$ cat src/bit_flag_pkg.sv
package bit_flag_pkg;
    // flag positions inside the core flag word
    localparam int FLAG_C = 0;
    localparam int FLAG_Z = 1;
    localparam int FLAG_N = 2;
    localparam int FLAG_V = 3;
    localparam int FLAG_S = 4;
    localparam int FLAG_H = 5;
    localparam int FLAG_T = 6;
    localparam int FLAG_I = 7;
    localparam logic [7:0] FLAGS_RESET = 8'h00;
    localparam logic [7:0] DATA_RESET  = 8'h00;
    // base cycle counts and the internal sram penalty
    localparam logic [1:0] BIT_OP_CYCLES = 2'h1;
    localparam logic [1:0] SRAM_EXTRA    = 2'h1;

    typedef enum logic [4:0] {
        OP_NONE,
        OP_ROTATE_LEFT_CARRY,
        OP_ROTATE_RIGHT_CARRY,
        OP_ARITH_SHIFT_RIGHT,
        OP_IO_BIT_FORCE_HIGH,
        OP_IO_BIT_FORCE_LOW,
        OP_BIT_TO_TRANSFER_FLAG,
        OP_TRANSFER_FLAG_TO_BIT,
        OP_SIGNED_FLAG_FORCE_HIGH,
        OP_SIGNED_FLAG_FORCE_LOW,
        OP_OVERFLOW_FLAG_FORCE_HIGH,
        OP_OVERFLOW_FLAG_FORCE_LOW,
        OP_HALF_CARRY_FORCE_HIGH,
        OP_HALF_CARRY_FORCE_LOW,
        OP_MEM_ACCESS
    } op_t;
endpackage : bit_flag_pkg

$ cat src/mem_timing_if.sv
`timescale 1ns/100ps
// carries a memory access request to the timing counter and its busy answer
interface mem_timing_if;
    logic       start;
    logic [1:0] base_cycles;
    logic       internal_sram;
    logic       busy;
    logic       done;
    modport ctrl (output start, output base_cycles, output internal_sram, input busy, input done);
    modport tmr  (input start, input base_cycles, input internal_sram, output busy, output done);
endinterface : mem_timing_if

$ cat src/mem_access_timer.sv
`timescale 1ns/100ps
module mem_access_timer
    import bit_flag_pkg::*;
(
    input  wire logic    clk_sys,
    input  wire logic    sys_rst,
    mem_timing_if.tmr    mt
);
    typedef struct packed {
        logic [2:0] left;
        logic       done;
    } tmr_state_t;
    tmr_state_t st_r;
    tmr_state_t st_nxt;

    // count down the listed cycles plus one for internal sram
    always_comb begin
        st_nxt = st_r;
        st_nxt.done = 1'b0;
        if (st_r.left != 3'h0) begin
            st_nxt.left = st_r.left - 3'h1;
            if (st_r.left == 3'h1) begin
                st_nxt.done = 1'b1;
            end
        end else if (mt.start) begin
            st_nxt.left = {1'b0, mt.base_cycles} + (mt.internal_sram ? {1'b0, SRAM_EXTRA} : 3'h0);
        end
    end

    always_ff @(posedge clk_sys) begin
        if (sys_rst) begin
            st_r <= '0;
        end else begin
            st_r <= st_nxt;
        end
    end

    assign mt.busy = (st_r.left != 3'h0);
    assign mt.done = st_r.done;

    a_sram_extra_cycle: assert property (@(posedge clk_sys) disable iff (sys_rst)
        (mt.start && !mt.busy && mt.internal_sram && mt.base_cycles == 2'h1) |=> mt.busy ##1 mt.busy ##1 mt.done)
        else $error("internal sram access did not take one extra cycle");
    a_ext_no_extra: assert property (@(posedge clk_sys) disable iff (sys_rst)
        (mt.start && !mt.busy && !mt.internal_sram && mt.base_cycles == 2'h1) |=> mt.busy ##1 mt.done)
        else $error("non sram access length wrong");
endmodule : mem_access_timer

$ cat src/bit_flag_instruction_unit.sv
`timescale 1ns/100ps
// Operation
// - rotate left: carry into bit 0, bit 7 into carry; z,c,n,v,h updated
// - rotate right: carry into bit 7, bit 0 into carry; z,c,n,v updated
// - io bit force high sets chosen io bit, other bits and flags kept
// - io bit force low clears chosen io bit, other bits and flags kept
// - chosen source register bit copied into transfer flag only
// - transfer flag copied into chosen destination bit, flags kept
// - signed flag forced high or low, other flags kept
// - overflow flag forced high or low, other flags kept
// - half carry forced high or low, other flags kept
// - internal sram data access takes one cycle more than listed
module bit_flag_instruction_unit
    import bit_flag_pkg::*;
(
    input  wire logic              clk_sys,
    input  wire logic              sys_rst,
    input  wire logic              op_valid,
    input  wire bit_flag_pkg::op_t op_code,
    input  wire logic [2:0]        bit_sel,
    input  wire logic [7:0]        reg_operand,
    input  wire logic [7:0]        io_operand,
    input  wire logic [1:0]        mem_base_cycles,
    input  wire logic              mem_internal_sram,
    output logic                   op_ready,
    output logic [7:0]             reg_result,
    output logic                   reg_write,
    output logic [7:0]             io_result,
    output logic                   io_write,
    output logic [7:0]             core_flag_word,
    output logic                   mem_done
);
    import bit_flag_pkg::*;

    typedef struct packed {
        logic [7:0] flags;
        logic [7:0] reg_res;
        logic       reg_wr;
        logic [7:0] io_res;
        logic       io_wr;
    } unit_state_t;
    unit_state_t st_r;
    unit_state_t st_nxt;

    mem_timing_if mt ();

    mem_access_timer u_timer (
        .clk_sys (clk_sys),
        .sys_rst (sys_rst),
        .mt      (mt)
    );

    // one-hot mask for the selected bit position
    function automatic logic [7:0] bit_mask(input logic [2:0] b);
        bit_mask = 8'h01 << b;
    endfunction : bit_mask

    // shared zero, negative and overflow update of the shift group
    function automatic logic [7:0] shift_flags(input logic [7:0] f, input logic [7:0] res, input logic c);
        logic [7:0] o;
        o = f;
        o[FLAG_C] = c;
        o[FLAG_Z] = (res == 8'h00);
        o[FLAG_N] = res[7];
        o[FLAG_V] = res[7] ^ c;
        shift_flags = o;
    endfunction : shift_flags

    logic accept;
    assign accept = op_valid && !mt.busy;
    // stall new operations while a memory access is still counting
    assign op_ready = !mt.busy;
    assign mt.start = accept && (op_code == OP_MEM_ACCESS);
    assign mt.base_cycles = mem_base_cycles;
    assign mt.internal_sram = mem_internal_sram;

    // every bit and flag operation finishes in the cycle it is accepted
    always_comb begin
        st_nxt = st_r;
        st_nxt.reg_wr = 1'b0;
        st_nxt.io_wr = 1'b0;
        if (accept) begin
            case (op_code)
                OP_ROTATE_LEFT_CARRY: begin
                    st_nxt.reg_res = {reg_operand[6:0], st_r.flags[FLAG_C]};
                    st_nxt.reg_wr = 1'b1;
                    st_nxt.flags = shift_flags(st_r.flags, {reg_operand[6:0], st_r.flags[FLAG_C]},
                                               reg_operand[7]);
                    st_nxt.flags[FLAG_H] = reg_operand[3];
                end
                OP_ROTATE_RIGHT_CARRY: begin
                    st_nxt.reg_res = {st_r.flags[FLAG_C], reg_operand[7:1]};
                    st_nxt.reg_wr = 1'b1;
                    st_nxt.flags = shift_flags(st_r.flags, {st_r.flags[FLAG_C], reg_operand[7:1]},
                                               reg_operand[0]);
                end
                OP_ARITH_SHIFT_RIGHT: begin
                    st_nxt.reg_res = {reg_operand[7], reg_operand[7:1]};
                    st_nxt.reg_wr = 1'b1;
                    st_nxt.flags = shift_flags(st_r.flags, {reg_operand[7], reg_operand[7:1]},
                                               reg_operand[0]);
                end
                OP_IO_BIT_FORCE_HIGH: begin
                    st_nxt.io_res = io_operand | bit_mask(bit_sel);
                    st_nxt.io_wr = 1'b1;
                end
                OP_IO_BIT_FORCE_LOW: begin
                    st_nxt.io_res = io_operand & ~bit_mask(bit_sel);
                    st_nxt.io_wr = 1'b1;
                end
                OP_BIT_TO_TRANSFER_FLAG: begin
                    st_nxt.flags[FLAG_T] = reg_operand[bit_sel];
                end
                OP_TRANSFER_FLAG_TO_BIT: begin
                    st_nxt.reg_res = st_r.flags[FLAG_T] ? (reg_operand | bit_mask(bit_sel))
                                                        : (reg_operand & ~bit_mask(bit_sel));
                    st_nxt.reg_wr = 1'b1;
                end
                OP_SIGNED_FLAG_FORCE_HIGH:   st_nxt.flags[FLAG_S] = 1'b1;
                OP_SIGNED_FLAG_FORCE_LOW:    st_nxt.flags[FLAG_S] = 1'b0;
                OP_OVERFLOW_FLAG_FORCE_HIGH: st_nxt.flags[FLAG_V] = 1'b1;
                OP_OVERFLOW_FLAG_FORCE_LOW:  st_nxt.flags[FLAG_V] = 1'b0;
                OP_HALF_CARRY_FORCE_HIGH:    st_nxt.flags[FLAG_H] = 1'b1;
                OP_HALF_CARRY_FORCE_LOW:     st_nxt.flags[FLAG_H] = 1'b0;
                default: begin
                end
            endcase
        end
    end

    always_ff @(posedge clk_sys) begin
        if (sys_rst) begin
            st_r.flags <= FLAGS_RESET;
            st_r.reg_res <= DATA_RESET;
            st_r.reg_wr <= 1'b0;
            st_r.io_res <= DATA_RESET;
            st_r.io_wr <= 1'b0;
        end else begin
            st_r <= st_nxt;
        end
    end

    assign reg_result = st_r.reg_res;
    assign reg_write = st_r.reg_wr;
    assign io_result = st_r.io_res;
    assign io_write = st_r.io_wr;
    assign core_flag_word = st_r.flags;
    assign mem_done = mt.done;

    // helpers: operation accepted one cycle earlier
    logic       acc_d;
    op_t        op_d;
    logic [7:0] opnd_d;
    logic [7:0] io_d;
    logic [2:0] b_d;
    logic [7:0] f_d;
    always_ff @(posedge clk_sys) begin
        acc_d <= accept && !sys_rst;
        op_d <= op_code;
        opnd_d <= reg_operand;
        io_d <= io_operand;
        b_d <= bit_sel;
        f_d <= st_r.flags;
    end

    a_rotl_result: assert property (@(posedge clk_sys) disable iff (sys_rst)
        (acc_d && op_d == OP_ROTATE_LEFT_CARRY) |-> (reg_write && reg_result == {opnd_d[6:0], f_d[FLAG_C]}
        && core_flag_word[FLAG_C] == opnd_d[7] && core_flag_word[FLAG_H] == opnd_d[3]))
        else $error("rotate left result or carry wrong");
    a_rotr_result: assert property (@(posedge clk_sys) disable iff (sys_rst)
        (acc_d && op_d == OP_ROTATE_RIGHT_CARRY) |-> (reg_result == {f_d[FLAG_C], opnd_d[7:1]}
        && core_flag_word[FLAG_C] == opnd_d[0]))
        else $error("rotate right result or carry wrong");
    a_io_set_bit: assert property (@(posedge clk_sys) disable iff (sys_rst)
        (acc_d && op_d == OP_IO_BIT_FORCE_HIGH) |-> (io_write && io_result == (io_d | (8'h01 << b_d))
        && core_flag_word == f_d))
        else $error("io bit set wrong");
    a_io_clr_bit: assert property (@(posedge clk_sys) disable iff (sys_rst)
        (acc_d && op_d == OP_IO_BIT_FORCE_LOW) |-> (io_write && io_result == (io_d & ~(8'h01 << b_d))
        && core_flag_word == f_d))
        else $error("io bit clear wrong");
    a_bit_store_t: assert property (@(posedge clk_sys) disable iff (sys_rst)
        (acc_d && op_d == OP_BIT_TO_TRANSFER_FLAG) |-> (core_flag_word[FLAG_T] == opnd_d[b_d]
        && core_flag_word[5:0] == f_d[5:0] && !reg_write))
        else $error("bit store to transfer flag wrong");
    a_bit_load_t: assert property (@(posedge clk_sys) disable iff (sys_rst)
        (acc_d && op_d == OP_TRANSFER_FLAG_TO_BIT) |-> (reg_result[b_d] == f_d[FLAG_T]
        && (reg_result & ~(8'h01 << b_d)) == (opnd_d & ~(8'h01 << b_d)) && core_flag_word == f_d))
        else $error("bit load from transfer flag wrong");
    a_signed_force: assert property (@(posedge clk_sys) disable iff (sys_rst)
        (acc_d && op_d == OP_SIGNED_FLAG_FORCE_HIGH) |-> (core_flag_word == (f_d | 8'h10)))
        else $error("signed flag force wrong");
    a_signed_clear: assert property (@(posedge clk_sys) disable iff (sys_rst)
        (acc_d && op_d == OP_SIGNED_FLAG_FORCE_LOW) |-> (core_flag_word == (f_d & 8'hef)))
        else $error("signed flag clear wrong");
    a_ovf_force: assert property (@(posedge clk_sys) disable iff (sys_rst)
        (acc_d && op_d == OP_OVERFLOW_FLAG_FORCE_LOW) |-> (core_flag_word == (f_d & 8'hf7)))
        else $error("overflow flag force wrong");
    a_ovf_set: assert property (@(posedge clk_sys) disable iff (sys_rst)
        (acc_d && op_d == OP_OVERFLOW_FLAG_FORCE_HIGH) |-> (core_flag_word == (f_d | 8'h08)))
        else $error("overflow flag set wrong");
    a_half_force: assert property (@(posedge clk_sys) disable iff (sys_rst)
        (acc_d && op_d == OP_HALF_CARRY_FORCE_HIGH) |-> (core_flag_word == (f_d | 8'h20)))
        else $error("half carry force wrong");
    a_half_clear: assert property (@(posedge clk_sys) disable iff (sys_rst)
        (acc_d && op_d == OP_HALF_CARRY_FORCE_LOW) |-> (core_flag_word == (f_d & 8'hdf)))
        else $error("half carry clear wrong");
    a_shift_nv: assert property (@(posedge clk_sys) disable iff (sys_rst)
        (acc_d && (op_d == OP_ROTATE_RIGHT_CARRY || op_d == OP_ROTATE_LEFT_CARRY)) |->
        (core_flag_word[FLAG_V] == (core_flag_word[FLAG_N] ^ core_flag_word[FLAG_C])
        && core_flag_word[FLAG_Z] == (reg_result == 8'h00)))
        else $error("rotate zero or overflow flag wrong");
    a_asr_keep7: assert property (@(posedge clk_sys) disable iff (sys_rst)
        (acc_d && op_d == OP_ARITH_SHIFT_RIGHT) |-> (reg_result == {opnd_d[7], opnd_d[7:1]}
        && core_flag_word[FLAG_C] == opnd_d[0]))
        else $error("arithmetic shift right wrong");

    c_rotl: cover property (@(posedge clk_sys) accept && op_code == OP_ROTATE_LEFT_CARRY);
    c_io_set: cover property (@(posedge clk_sys) accept && op_code == OP_IO_BIT_FORCE_HIGH);
    c_bit_load: cover property (@(posedge clk_sys) accept && op_code == OP_TRANSFER_FLAG_TO_BIT);
    c_flag_force: cover property (@(posedge clk_sys) accept && op_code == OP_SIGNED_FLAG_FORCE_HIGH);
    c_sram: cover property (@(posedge clk_sys) mt.start && mem_internal_sram ##[1:8] mem_done);
endmodule : bit_flag_instruction_unit

$ cat config.mk
export PLATFORM = sky130hd
export DESIGN_NAME = bit_flag_instruction_unit
export DESIGN_NICKNAME = d
export VERILOG_FILES = /design/src/bit_flag_pkg.sv /design/src/mem_timing_if.sv /design/src/mem_access_timer.sv /design/src/bit_flag_instruction_unit.sv
export SDC_FILE = /design/constraint.sdc
export NUM_CORES = 1
export LEC_CHECK = 0
export BUFFER_PORTS_ARGS = -buffer_cell sky130_fd_sc_hd__buf_2
export CELL_PAD_IN_SITES_DETAIL_PLACEMENT = 1
export CELL_PAD_IN_SITES_GLOBAL_PLACEMENT = 1
export CORE_UTILIZATION = 34
export CTS_CLUSTER_DIAMETER = 150
export DETAILED_ROUTE_END_ITERATION = 8
export PLACE_DENSITY_LB_ADDON = 0.1
export SKIP_CTS_REPAIR_TIMING = 1
export SLEW_MARGIN = 20
export SYNTH_ARGS = -nofsm -noshare
export SYNTH_HDL_FRONTEND = slang
export SYNTH_HIERARCHICAL = 1
export SYNTH_SLANG_ARGS = --single-unit
$ cat constraint.sdc
create_clock -name clk_sys -period 1.85 [get_ports clk_sys]
set_input_delay 0.37 -clock clk_sys [delete_from_list [all_inputs] [get_ports clk_sys]]
set_output_delay 0.37 -clock clk_sys [all_outputs]
set_load 0.02 [all_outputs]
==> results of run 1 <==
==> cell type report <==
class	instances	area, um^2	area share (%)
well taps	70	87.6	3.53
repair buffers	81	493	19.9
clock inverters	2	10.0	0.403
clock buffers	6	72.6	2.92
multi-input cells	150	1200	48.2
inverters	11	41.3	1.66
flip-flops and latches	29	581	23.4
==> sequential cells by signal, indices dropped and copies added (netlist names) <==
name	flops
io_result	8
reg_result	8
core_flag_word	7
u_timer/st_r	3
io_write	1
reg_write	1
u_timer/mt.done	1
==> critical path, delay by kind of cell (launching register included) <==
| kind | cells | cell delay [ps] |
|---|---|---|
| AO/OA/AOI/OAI | 1 | 260 |
| buffers and inverters | 1 | 140 |
| AND/OR/NAND/NOR | 5 | 760 |
| adder cells (fa/ha/maj) | 1 | 170 |
| flip-flops | 1 | 320 |
==> worst paths after layout <==
check	start	to	slack, ps	cells past startpoint
max	u_timer/st_r[2]$_SDFFE_PP0P_	u_timer/st_r[2]$_SDFFE_PP0P_	90	8
max reg2reg	u_timer/st_r[2]$_SDFFE_PP0P_	u_timer/st_r[2]$_SDFFE_PP0P_	90	8
min reg2reg	core_flag_word[1]$_SDFFE_PP0P_	core_flag_word[1]$_SDFFE_PP0P_	470	2
min	sys_rst	io_result[4]$_SDFFE_PP0P_	420	2
==> where the power goes <==
group	total [mW]	leakage, nW	switching, mW	internal [mW]
combinational	0.781	0.785	0.416	0.364
clock	0.534	0.0450	0.274	0.261
sequential	0.722	0.235	0.0378	0.684
==> kinds of logic after synthesis <==
| group | Yosys count | synth area share [%] |
|---|---|---|
| AOI/OAI and AO/OA | 57 | 23.0 |
| adders and majority gates | 6 | 3.98 |
| buffers and inverters | 30 | 8.42 |
| DFF | 29 | 30.7 |
| muxes | 19 | 12.1 |
| other | 1 | 0.199 |
| and+or+nand+nor | 67 | 21.5 |
==> metal layers <==
metal  global-route usage [%]  routed length [um]  part of all wire, %  vias up
met5                        0                   0                    0        -
met4                     6.54                  99                  1.8        0
met3                     5.03                 300                  5.4       10
met2                     31.1                2610                   47       56
met1                     25.5                2580                   46      869
li1                         -                   -                    -      916
==> cell usage in the layout (no fill, tap or decap), types with 5 or more instances in the layout <==
cell type | netlist | final
nor2b_1 | 8 | 7
buf_4 | 2 | 23
dfxtp_1 | 29 | 29
a211oi_1 | 17 | 16
a222oi_1 | 7 | 7
mux2i_1 | 9 | 9
mux2_2 | 7 | 7
ha_1 | 6 | 5
inv_1 | 11 | 11
nor2_1 | 26 | 26
a21oi_1 | 11 | 10
clkbuf_8 | 0 | 5
buf_2 | 6 | 56
==> through the flow <==
step | setup WS (ps) | instance area, um^2
after floorplan | 62.3 | 1900
after global placement | -12.9 | 2360
after detailed placement | -17.3 | 2360
after CTS | -44.9 | 2440
after global routing | 5.81 | 2480
final | 92.1 | 2480
==> cells in the mapped netlist (3+ instances only) <==
library cell,n
nor2b_1,8
dfxtp_1,29
a221oi_1,3
nand2_1,3
clkbuf_1,4
nand2b_1,4
nor3b_1,4
ha_1,6
nor2_1,26
nand3b_1,3
mux2_2,7
o21ai_0,3
buf_2,6
inv_1,11
buf_6,4
nand3_1,3
a222oi_1,7
a21oi_1,11
a211oi_1,17
mux2i_1,9
a311oi_1,4
==> run metrics, run 1 <==
first-pass GRT wire length 9.03 mm; H-tree levels 2; placed cells 341; pin count of the biggest net entering global routing 22; setup TNS 0 ps; critical path data required time 2040 ps; Ports 58; vias in the first global route 1817; Fill cells 667; Worst path slowest cell dfxtp_1; top cell type's share of synthesized area 30.7%; sequential area share after synthesis 30.7%; WHS 416 ps; outcome finished clean; Initial Util 36.0%; Clk pin slew, worst setup/hold paths 70 ps; cell count after synthesis 209; Worst Skew 4.53 ps; DRC violations left 0; FMAX 569 MHz; Core ar. 5240 um^2; Final min period 1760 ps; Max Transition Viols Final 0; final period utilization 95.0%; DIE AREA 5860 um^2; DRT Wirelength 5.59 mm; critical path class flop to flop; crit path DAT 1950 ps; Finish-stage setup viols 0; DR vias/cell 5.30; Synth area leaders dfxtp_1 31%, a211oi_1 6.8%, nor2_1 5.2%, mux2i_1 4.8%, mux2_2 4.2%; pwr/cell area 821 nW/um^2; TritonCTS clock tree yes; ANT cells 0; Yosys cell types 51; Synth Flop Type dfxtp_1; DP HPWL 4.15 mm; gr ovfl total 0; fraction of layout cells with a size suffix above 1 41.9%; Hold WC Path Type input port to flop; Die Span Y 76.5 um; RSZ-0062 raised after global routing false; worst vdd ir 0.000355 V; Routed Antenna Nets 0; TritonRoute pass-1 iters 7; synthesized flop and latch total 29; Area Growth Syn to Fin 31.5%; num rows 26; Fin. Hold Viols 0; peak fanout along the critical path 5; Async S/R FF share, synth 0%; gpl congestion 0.778; Net count, final 314; syn nets 245; width of the die 76.5 um; syn avg cell area 9.03 um^2; total CTS buffers 5; DR iter-0 viols 69; Lkg Pwr 1.06 nW; slowest stage delay, CP 320 ps; endpoint class of the critical path flop; initial antenna violation count 0; cell area after synthesis 1890 um^2; max_cap viols 0; post-layout util 47.4%; clk sinks 29; leading area contributor after synthesis dfxtp_1; routed len/inst 16.0 um; number of synthesized flops with an enable pin 0; worst-skew pair later-pin latency 280 ps; Final Total Pwr 2.04 mW; CP Cell Sequence inv_1 -> ha_4 -> nand2b_4 -> nor2b_2 -> nor4b_4 -> and2_4 -> nand2_1 -> a221oi_2; Ys Warns 6; # port buffers 56; clock buffer depth 2; aggregate global-route resource usage 19.5%; Layout Cells excl Fill 349; Critical Path Start Type flop; Vias 1851; root buffer cell clkbuf_8
No activity file was read; power rests on OpenSTA's default activity.
==> inputs of run 2 (changes only) <==
Settings changed: CORE_ASPECT_RATIO set to 0.5.
==> run metrics, run 2 (synthesis gave the netlist of run 1 again) <==
worst hold path cell count 2; num rows 18; Net count, final 312; Clk pin slew, worst setup/hold paths 70 ps; gpl congestion 0.796; post-layout util 48.7%; gr ovfl total 0; critical path class flop to flop; endpoint class of the critical path flop; placed cells 336; Finish-stage setup viols 0; first-pass GRT wire length 8.87 mm; worst vdd ir 0.000543 V; Final Total Pwr 2.06 mW; WHS 342 ps; initial antenna violation count 0; DIE AREA 5870 um^2; width of the die 107 um; Initial Util 36.8%; routed length on met2 2.59 mm; peak fanout along the critical path 17; R2R setup slack 80 ps; H-tree levels 2; Hold Crit Start sys_rst; Core ar. 5130 um^2; Critical Path Start Type flop; worst-skew pair later-pin latency 290 ps; outcome finished clean; critical path data required time 2040 ps; capturing point of the worst reg2reg path io_result[6]$_SDFFE_PP0P_; Worst Hold End core_flag_word[1]$_SDFFE_PP0P_; max_cap viols 0; DRT Wirelength 5.56 mm; TritonRoute pass-1 iters 5; Area Growth Syn to Fin 32.5%; # port buffers 56; FMAX 566 MHz; worst reg-to-reg path cell count 8; Area after DPL 2320 um^2; Vias 1830; routed len/inst 16.0 um; DR vias/cell 5.27; max layer used met3; Max Transition Viols Final 0; Routed Antenna Nets 0; DRC violations left 0; crit path DAT 1960 ps; clk sinks 29; Fin. Hold Viols 0; ANT cells 0; DR iter-0 viols 75; reg-to-reg startpoint u_timer/st_r[2]$_SDFFE_PP0P_; Final min period 1770 ps; TritonCTS clock tree yes; most frequent cells in the layout 56 x buf_2, 28 x dfxtp_1, 26 x nor2_1; Layout Cells excl Fill 347; DP HPWL 4.07 mm; setup TNS 0 ps; root buffer cell clkbuf_8; fraction of layout cells with a size suffix above 1 43.3%; final period utilization 95.5%; Hold WC Path Type input port to flop; Worst Skew 9.54 ps; total CTS buffers 5; Ports 58; final worst setup slack 82.9 ps; most common cell after layout, fill and taps aside buf_2; Met3 Wirelength 245 um; WL met1 2.72 mm; Die Span Y 54.7 um; dpl ws -43.3 ps; Lkg Pwr 1.07 nW; pin count of the biggest net entering global routing 26; aggregate global-route resource usage 20.3%; Finished Cell Area 2500 um^2; vias in the first global route 1776; clock buffer depth 2; pwr/cell area 823 nW/um^2
-- run 2: cell count changes in the layout (fill, tap and decap cells not counted), sizes merged --
cell and change:
clkinv -1, buf -2, clkbuf +1
-- run 2: worst max-delay path by stage --
stage,end,slack [ps],start
after floorplan,u_timer/st_r[1]$_SDFFE_PP0P_,60,u_timer/st_r[1]$_SDFFE_PP0P_
after global placement,reg_result[0]$_SDFFE_PP0P_,-30,bit_sel[2]
after detailed placement,reg_result[0]$_SDFFE_PP0P_,-40,bit_sel[2]
after CTS,u_timer/st_r[1]$_SDFFE_PP0P_,-4,u_timer/st_r[1]$_SDFFE_PP0P_
after global routing,io_result[0]$_SDFFE_PP0P_,-3,u_timer/st_r[2]$_SDFFE_PP0P_
final,io_result[6]$_SDFFE_PP0P_,80,u_timer/st_r[2]$_SDFFE_PP0P_
-- run 2: where the power goes --
group	total, mW	switching (mW)	leakage (nW)	internal, mW
sequential	0.731	0.0442	0.235	0.686
clock	0.608	0.272	0.0542	0.336
combinational	0.720	0.391	0.778	0.330
total	2.06	0.707	1.07	1.35
-- run 2: layer usage --
layer  vias up  GRT usage, %
met1       870          26.1
met3         0          4.64
li1        915             -
met4         0          5.71
met5         -             0
met2        45          34.8
-- run 2: worst max-delay path, cell delays in order (launching register included) --
cell and delay (ps):
dfxtp_1 320, inv_1 140, ha_4 170, nand2b_4 90, nor4b_4 320, and3_4 250
buf_12 140, nor2_1 50, a211oi_1 210
-- run 2: area by class of cell --
class	instances	area (um^2)
well taps	70	87.6
clock inverters	1	5.00
fillers	624	2630
multi-input cells	150	1210
repair buffers	79	478
inverters	11	41.3
flip-flops and latches	29	582
clock buffers	7	96.3
